[config.mk]
export PLATFORM = sky130hd
export DESIGN_NAME = subtract_instruction_datapath
export DESIGN_NICKNAME = d
export VERILOG_FILES = /design/src/pkg/sub_dp_pkg.sv /design/src/core/sub_alu.sv /design/src/core/subtract_instruction_datapath.sv
export VERILOG_INCLUDE_DIRS = /design/src /design/src/pkg
export SDC_FILE = /design/constraint.sdc
export NUM_CORES = 1
export LEC_CHECK = 0
export BUFFER_PORTS_ARGS = -buffer_cell sky130_fd_sc_hd__buf_4
export CAP_MARGIN = 25
export CELL_PAD_IN_SITES_DETAIL_PLACEMENT = 1
export CELL_PAD_IN_SITES_GLOBAL_PLACEMENT = 1
export CORE_ASPECT_RATIO = 1.1
export CORE_MARGIN = 2
export CORE_UTILIZATION = 47
export CTS_CLUSTER_DIAMETER = 60
export CTS_CLUSTER_SIZE = 24
export DETAILED_ROUTE_END_ITERATION = 6
export PLACE_DENSITY_LB_ADDON = 0.3
export SYNTH_ARGS = -nofsm -noshare
export SYNTH_HDL_FRONTEND = slang
export SYNTH_SLANG_ARGS = --single-unit
[constraint.sdc]
create_clock -name ref_clk_in -period 6.2 [get_ports ref_clk_in]
set_clock_uncertainty 0.2 [all_clocks]
set_input_delay 0.93 -clock ref_clk_in [delete_from_list [all_inputs] [get_ports ref_clk_in]]
set_output_delay 0.93 -clock ref_clk_in [all_outputs]
set_load 0.005 [all_outputs]
[src/pkg/sub_dp_regs.svh]
// field positions, opcodes and address limits of the subtract datapath
`ifndef SUB_DP_REGS_SVH
`define SUB_DP_REGS_SVH
`define OPC6_HI        15
`define OPC6_LO        10
`define OPC8_LO        8
`define DEST_BIT       9
`define ACCESS_BIT     8
`define FADDR_HI       7
`define OPC_SUB_FILE   6'h17
`define OPC_SUB_BORROW 6'h16
`define OPC_SUB_LIT    8'h08
`define LOW_LIMIT      8'h5f
`define ACCESS_LOW_BNK 6'h00
`define NIB_HI         3
`endif

[src/pkg/sub_dp_pkg.sv]
// types shared by the subtract datapath modules
package sub_dp_pkg;
  typedef struct packed {
    logic n;
    logic ov;
    logic z;
    logic dc;
    logic c;
  } alu_flags_t;

  typedef enum logic [2:0] {
    ST_IDLE = 3'b000,
    ST_Q1   = 3'b001,
    ST_Q2   = 3'b010,
    ST_Q3   = 3'b011,
    ST_Q4   = 3'b100
  } phase_t;

  typedef enum logic [1:0] {
    OP_NONE   = 2'b00,
    OP_FILE   = 2'b01,
    OP_BORROW = 2'b10,
    OP_LIT    = 2'b11
  } sub_op_t;
endpackage : sub_dp_pkg

[src/core/sub_alu.sv]
// eight-bit subtractor with borrow input and flag generation
`include "sub_dp_regs.svh"
module sub_alu (
  input  wire logic                   borrow_in,
  input  wire logic [7:0]             minuend_in,
  input  wire logic [7:0]             subtrahend_in,
  output logic      [7:0]             result_out,
  output sub_dp_pkg::alu_flags_t      flags_out
);
  import sub_dp_pkg::*;

  logic [8:0] full_diff;
  logic [4:0] nib_diff;

  always_comb begin
    full_diff  = {1'b0, minuend_in} - {1'b0, subtrahend_in} - {8'h00, borrow_in};
    nib_diff   = {1'b0, minuend_in[`NIB_HI:0]} - {1'b0, subtrahend_in[`NIB_HI:0]}
                 - {4'h0, borrow_in};
    result_out = full_diff[7:0];
    // wrap modulo 256; carry means no borrow out of bit 7 [RULE10]
    flags_out.c  = ~full_diff[8];                                  // [RULE8]
    flags_out.dc = ~nib_diff[4];                                   // [RULE11]
    flags_out.z  = (full_diff[7:0] == 8'h00);                      // [RULE9]
    flags_out.n  = full_diff[7];                                   // [RULE9]
    flags_out.ov = (minuend_in[7] != subtrahend_in[7]) &&
                   (full_diff[7] != minuend_in[7]);                // [RULE11]
  end
endmodule : sub_alu

[src/core/subtract_instruction_datapath.sv]
// four-phase execution datapath for the subtract instructions
// ---------------------------------------------------------------
// Overview of operation
// RULE1 - file-minus-accumulator opcode, decoded from top bits
// RULE2 - borrow variant also subtracts inverted carry
// RULE3 - dest bit: 0 accumulator, 1 file register
// RULE4 - access bit: 0 shared bank, 1 bank pointer
// RULE5 - extended set, low address: indexed literal offset
// RULE6 - only n, ov, c, dc, z updated
// RULE7 - one cycle: decode, read, compute, write
// RULE8 - carry set when no borrow occurred
// RULE9 - zero on all-zero result, negative copies msb
// RULE10 - literal subtract wraps, carry cleared on underflow
// RULE11 - nibble carry and signed overflow flags
// ---------------------------------------------------------------
`include "sub_dp_regs.svh"
module subtract_instruction_datapath #(
  parameter int BANK_W    = 6,
  parameter int ADDR_W    = 14,
  parameter logic [5:0] ACCESS_HIGH_BNK = 6'h3f
) (
  input  wire logic                   ref_clk_in,
  input  wire logic                   resetn_in,
  input  wire logic                   start_in,
  input  wire logic [15:0]            instr_in,
  input  wire logic [7:0]             acc_in,
  input  wire logic                   carry_in,
  input  wire logic [BANK_W-1:0]      bank_pointer_in,
  input  wire logic                   ext_set_en_in,
  input  wire logic [ADDR_W-1:0]      index_base_in,
  input  wire logic [7:0]             file_rd_data_in,
  output logic                        ready_out,
  output logic                        file_rd_en_out,
  output logic [ADDR_W-1:0]           file_addr_out,
  output logic                        file_wr_en_out,
  output logic                        acc_wr_en_out,
  output logic [7:0]                  result_out,
  output logic                        status_wr_en_out,
  output sub_dp_pkg::alu_flags_t      status_out,
  output logic                        done_out,
  output logic                        illegal_out
);
  import sub_dp_pkg::*;

  // ---------------------------------------------------------------
  // elaboration checks
  // ---------------------------------------------------------------
  if (BANK_W < 1 || BANK_W > 6 || ADDR_W != BANK_W + 8) begin : g_chk
    $error("address widths unsupported");
  end

  // ---------------------------------------------------------------
  // decode helpers
  // ---------------------------------------------------------------
  function automatic sub_op_t decode_op(input logic [15:0] w);
    if (w[`OPC6_HI:`OPC6_LO] == `OPC_SUB_FILE)
      return OP_FILE;                                              // [RULE1]
    if (w[`OPC6_HI:`OPC6_LO] == `OPC_SUB_BORROW)
      return OP_BORROW;                                            // [RULE2]
    if (w[`OPC6_HI:`OPC8_LO] == `OPC_SUB_LIT)
      return OP_LIT;
    return OP_NONE;
  endfunction : decode_op

  function automatic logic [ADDR_W-1:0] file_addr(
    input logic [15:0] w, input logic [BANK_W-1:0] bnk,
    input logic ext, input logic [ADDR_W-1:0] base);
    logic [7:0] f;
    f = w[`FADDR_HI:0];
    if (w[`ACCESS_BIT])
      return {bnk, f};                                             // [RULE4]
    if (ext && f <= `LOW_LIMIT)
      return ADDR_W'(base + {{(ADDR_W-8){1'b0}}, f});              // [RULE5]
    if (f <= `LOW_LIMIT)
      return {BANK_W'(`ACCESS_LOW_BNK), f};                        // [RULE4]
    return {ACCESS_HIGH_BNK[BANK_W-1:0], f};
  endfunction : file_addr

  // ---------------------------------------------------------------
  // latched instruction context
  // ---------------------------------------------------------------
  phase_t                state_r;
  logic [15:0]           instr_r;
  logic [7:0]            acc_r;
  logic                  carry_r;
  logic [BANK_W-1:0]     bank_r;
  logic                  ext_r;
  logic [ADDR_W-1:0]     base_r;
  logic [7:0]            operand_r;
  sub_op_t               op_w;
  logic                  take_w;
  logic [7:0]            alu_res_w;
  alu_flags_t            alu_flags_w;
  logic                  borrow_w;
  logic [7:0]            minu_w;
  logic [7:0]            subt_w;

  assign take_w   = start_in && (state_r == ST_IDLE);
  assign op_w     = decode_op(instr_r);
  // cleared carry acts as a borrow of one
  assign borrow_w = (op_w == OP_BORROW) ? ~carry_r : 1'b0;         // [RULE2]
  assign minu_w   = (op_w == OP_LIT) ? instr_r[`FADDR_HI:0] : operand_r;
  assign subt_w   = acc_r;                                         // [RULE1]

  sub_alu u_alu (
    .borrow_in     (borrow_w),
    .minuend_in    (minu_w),
    .subtrahend_in (subt_w),
    .result_out    (alu_res_w),
    .flags_out     (alu_flags_w)
  );

  // ---------------------------------------------------------------
  // phase sequencer
  // ---------------------------------------------------------------
  always_ff @(posedge ref_clk_in or negedge resetn_in) begin
    if (!resetn_in) begin
      state_r <= ST_IDLE;
    end else begin
      unique case (state_r)                                        // [RULE7]
        ST_IDLE: if (take_w) state_r <= ST_Q1;
        ST_Q1:   state_r <= ST_Q2;
        ST_Q2:   state_r <= ST_Q3;
        ST_Q3:   state_r <= ST_Q4;
        ST_Q4:   state_r <= ST_IDLE;
        default: state_r <= ST_IDLE;
      endcase
    end
  end

  always_ff @(posedge ref_clk_in or negedge resetn_in) begin
    if (!resetn_in) begin
      instr_r <= 16'h0000;
      acc_r   <= 8'h00;
      carry_r <= 1'b0;
      bank_r  <= '0;
      ext_r   <= 1'b0;
      base_r  <= '0;
    end else if (take_w) begin
      instr_r <= instr_in;
      acc_r   <= acc_in;
      carry_r <= carry_in;
      bank_r  <= bank_pointer_in;
      ext_r   <= ext_set_en_in;
      base_r  <= index_base_in;
    end
  end

  // ---------------------------------------------------------------
  // file read: address set at end of decode, data caught in q2
  // ---------------------------------------------------------------
  always_ff @(posedge ref_clk_in or negedge resetn_in) begin
    if (!resetn_in) begin
      file_rd_en_out <= 1'b0;
      file_addr_out  <= '0;
      operand_r      <= 8'h00;
    end else begin
      file_rd_en_out <= 1'b0;
      if (state_r == ST_Q1 && (op_w == OP_FILE || op_w == OP_BORROW)) begin
        file_rd_en_out <= 1'b1;                                    // [RULE7]
        file_addr_out  <= file_addr(instr_r, bank_r, ext_r, base_r);
      end
      if (state_r == ST_Q2)
        operand_r <= file_rd_data_in;
    end
  end

  // ---------------------------------------------------------------
  // q4 write-back; strobes held one cycle only, result and status kept
  // ---------------------------------------------------------------
  always_ff @(posedge ref_clk_in or negedge resetn_in) begin
    if (!resetn_in) begin
      file_wr_en_out   <= 1'b0;
      acc_wr_en_out    <= 1'b0;
      status_wr_en_out <= 1'b0;
      result_out       <= 8'h00;
      status_out       <= '0;
      done_out         <= 1'b0;
      illegal_out      <= 1'b0;
    end else begin
      file_wr_en_out   <= 1'b0;
      acc_wr_en_out    <= 1'b0;
      status_wr_en_out <= 1'b0;
      done_out         <= 1'b0;
      illegal_out      <= 1'b0;
      if (state_r == ST_Q3) begin
        done_out <= 1'b1;
        if (op_w == OP_NONE) begin
          // unknown word: no write, so state stays untouched
          illegal_out <= 1'b1;
        end else begin
          result_out       <= alu_res_w;
          status_out       <= alu_flags_w;                         // [RULE6]
          status_wr_en_out <= 1'b1;                                // [RULE6]
          if (op_w != OP_LIT && instr_r[`DEST_BIT])
            file_wr_en_out <= 1'b1;                                // [RULE3]
          else
            acc_wr_en_out  <= 1'b1;                                // [RULE3]
        end
      end
    end
  end

  // ---------------------------------------------------------------
  // ready back only once the write phase is over
  // ---------------------------------------------------------------
  always_ff @(posedge ref_clk_in or negedge resetn_in) begin
    if (!resetn_in)
      ready_out <= 1'b1;
    else if (take_w)
      ready_out <= 1'b0;
    else if (state_r == ST_Q4)
      ready_out <= 1'b1;
  end
endmodule : subtract_instruction_datapath

==> flow_summary.json <==
{
  "status": "finished clean",
  "drtAntennaViolNets": 0,
  "final_cell_mix": "92 x buf_4, 89 x dfrtp_1, 51 x mux2_2",
  "dieWidth_microns": 97.86,
  "cts.sinks": 90,
  "worst_pin_slew_ns": 0.8720,
  "syn2layout_area_growth_pct": 21.13,
  "power_w": 0.003171,
  "nNetsFinal": 575,
  "place_inst": 598,
  "coreArea_sq_um": 9398,
  "final_common_cell": "buf_4",
  "drt-total-wl_microns": 10690,
  "whs_ns": 0.2855,
  "drc": 0,
  "diodes": 0,
  "pre_cts_ws_ns": 1.582,
  "die_area_sq_um": 10490,
  "grt_pass1_wl_microns": 17880,
  "clockPowerShare_pct": 12.0,
  "p_seq_share_pct": 33.8,
  "cts_buffers": 9,
  "antenna_found_initial": 0,
  "die_y_microns": 107.2,
  "crit_path_end_kind": "register",
  "ir_drop_uv": 232.8,
  "combPwrFrac_pct": 54.2,
  "initial_utilization_pct": 48.46,
  "yosysWarnings": 0,
  "syn_avg_cell_area_sq_um": 11.36,
  "ys_ff_latch": 90,
  "swShare_pct": 40.82,
  "start_kind": "register",
  "yosysSeqAreaShare_pct": 49.48,
  "final.setup.tns_ns": 0,
  "viasPerCell": 5.342,
  "final_cells": 614,
  "r2r-start": "instr_r[8]",
  "num_io_pins": 91,
  "cts_setup_buffers": 0,
  "drive_gt1_share_pct": 34.00,
  "synthAdderAreaFrac_pct": 7.637,
  "io_buffer_count": 90,
  "crit_fanout": 9,
  "cts-resized-gates": 0,
  "cts_tree": "built",
  "fill_cells": 1018,
  "path_class": "register to register",
  "synth_top_family_by_area": "multiplexers",
  "cts_buffer_depth": 2,
  "fmax_mhz": 215.2,
  "hold_buffers": 0,
  "htreeDepth": 3,
  "p_switching_w": 0.001294,
  "cp-startpoint": "instr_r[8]",
  "rsz0062_at_grt": "false",
  "max_cap_violations": 0,
  "setup_ws_ns": 1.553,
  "vias": 3280,
  "hpwlAfterDp_microns": 8212,
  "p_leak_nw": 2.618,
  "fin_crit_ns": 4.647,
  "grt_max_degree": 52,
  "pwr_density_cell_nw_per_um2": 574.7,
  "grt_usage_pct": 21.85,
  "grt_pass1_vias": 3613,
  "gp_congestion": 0.8567,
  "intPower_w": 0.001876,
  "synth_simple_gate_area_share_pct": 10.41,
  "netlist_area_sq_um": 4554,
  "drv_slew": 0,
  "setup_violations": 0,
  "hold_violations": 0,
  "syn_nets": 484,
  "num_rows": 37,
  "synthXorXnorAreaFrac_pct": 3.764,
  "wl_per_cell_microns": 17.42,
  "clock_latency_ns": 0.37,
  "cp.arrival_ns": 4.71,
  "drt_pass1_iterations": 4,
  "synthMuxAreaShare_pct": 15.14,
  "hold_path.startpoint": "result_out[1]",
  "synth_cells": 401,
  "drt-initial-drc-count": 71,
  "clk_pin_slew_ns": 0.09,
  "clockRootBuffer": "clkbuf_8",
  "grt_overflow_total": 0,
  "cp.required_ns": 6.26,
  "min_period_over_period_pct": 74.95,
  "slew_headroom_pct": 41.69,
  "hp-class": "register to register",
  "synth-compound-area-share_pct": 10.08,
  "synth.distinct_cells": 51
}
## power groups by stage
stage | logic, W | clock network, W | registers (W)
3_3_place_gp | 0.00162 | 0 | 0.00107
4_1_cts | 0.00174 | 0.000386 | 0.00108
6_report | 0.00172 | 0.000380 | 0.00107
3_5_place_dp | 0.00172 | 0 | 0.00109
5_1_grt | 0.00192 | 0.000410 | 0.00111
2_1_floorplan | 0.00127 | 0 | 0.00102
## routing by layer
layer	wire length (microns)	share of wire, %	GRT usage, %
met4	146	1.4	6.944
met2	5840	55	40.07
met3	313	2.9	4.237
met5	0	0	0
met1	4394	41	25.73
## synthesized netlist by cell type (all sizes together)
library cell,n,area share (%)
nor3,4,0.44
nor2,21,1.7
fa,3,1.3
or4,2,0.33
and2,2,0.27
clkinv,1,0.11
and2b,1,0.16
nand3b,1,0.16
a2bb2oi,1,0.19
o21bai,3,0.49
ha,23,6.3
nand3,7,0.77
clkbuf,9,0.74
nand2,36,3.0
o21ai,25,2.8
a32oi,1,0.19
o22ai,1,0.14
nor2b,6,0.82
nor3b,4,0.77
mux2i,10,2.2
mux2,52,13
xor2,5,0.96
dfrtp,89,49
o31ai,3,0.49
dfstp,1,0.58
a21o,2,0.33
o41ai,2,0.96
o21a,4,0.66
inv,24,2.0
and3,5,0.69
buf,3,0.66
o211ai,4,0.66
a211o,1,0.19
a22o,1,0.19
nand4,1,0.14
a211oi,2,0.44
xnor2,12,2.3
and3b,1,0.19
a31oi,1,0.14
nand2b,7,0.96
a21oi,19,2.2
xnor3,1,0.49
## stage by stage
stage	util, %	area [sq um]
after floorplan	-	4554
after global placement	56.77	5335
after detailed placement	56.77	5335
after CTS	58.70	5517
after global routing	58.70	5517
final	58.70	5517
## cell type report
| class | count | area [sq um] | share of cell area, % |
|---|---|---|---|
| Clock buffer | 12 | 155.1 | 2.812 |
| Clock inverter | 4 | 26.28 | 0.4763 |
| Inverter | 25 | 95.09 | 1.724 |
| Multi-Input combinational cell | 274 | 2150 | 38.97 |
| Sequential cell | 90 | 2253 | 40.85 |
| Tap cell | 117 | 146.4 | 2.654 |
| Timing Repair Buffer | 92 | 690.7 | 12.52 |
## cells by family (layout without fill, tap and decap cells)
logic type,count (synthesis),in the layout
and+or+nand+nor,98,98
DFF,90,90
AOI/OAI and AO/OA,70,70
muxes,62,62
buffers and inverters,37,133
adders and majority gates,26,26
xor gates and xnor gates,18,18
## critical path, cell delays in order, from the launching register on
cell and delay [ns]:
dfrtp_1 0.48, or4_1 0.55, o21ai_0 0.18, nand3_1 0.17, inv_1 0.09, ha_1 0.48
mux2i_1 0.28, fa_1 0.20, inv_1 0.07, fa_1 0.41, nand2b_1 0.17, a21oi_1 0.35
xnor2_1 0.15, or4_1 0.54, o41ai_2 0.21
## state kept, by name, summed over array words and instances (netlist names), 4 cells and up
| register | cells |
|---|---|
| status_out | 4 |
| bank_r | 6 |
| file_addr_out | 14 |
| instr_r | 16 |
| operand_r | 8 |
| acc_r | 8 |
| base_r | 14 |
| result_out | 8 |
## final timing paths
| check | depth (start not counted) | end | slack (ns) |
|---|---|---|---|
| worst max-delay path | 14 | status_out[2] | 1.55 |
| worst min-delay path | 2 | result_out[1] | 0.29 |
| worst max register to register | 14 | status_out[2] | 1.55 |
| worst min register to register | 2 | result_out[1] | 0.29 |
| max in group asynchronous | 2 | operand_r[1] | 4.42 |
| min in group asynchronous | 1 | instr_r[13] | 0.32 |
Note: power is estimated with default switching activity, not from simulation.
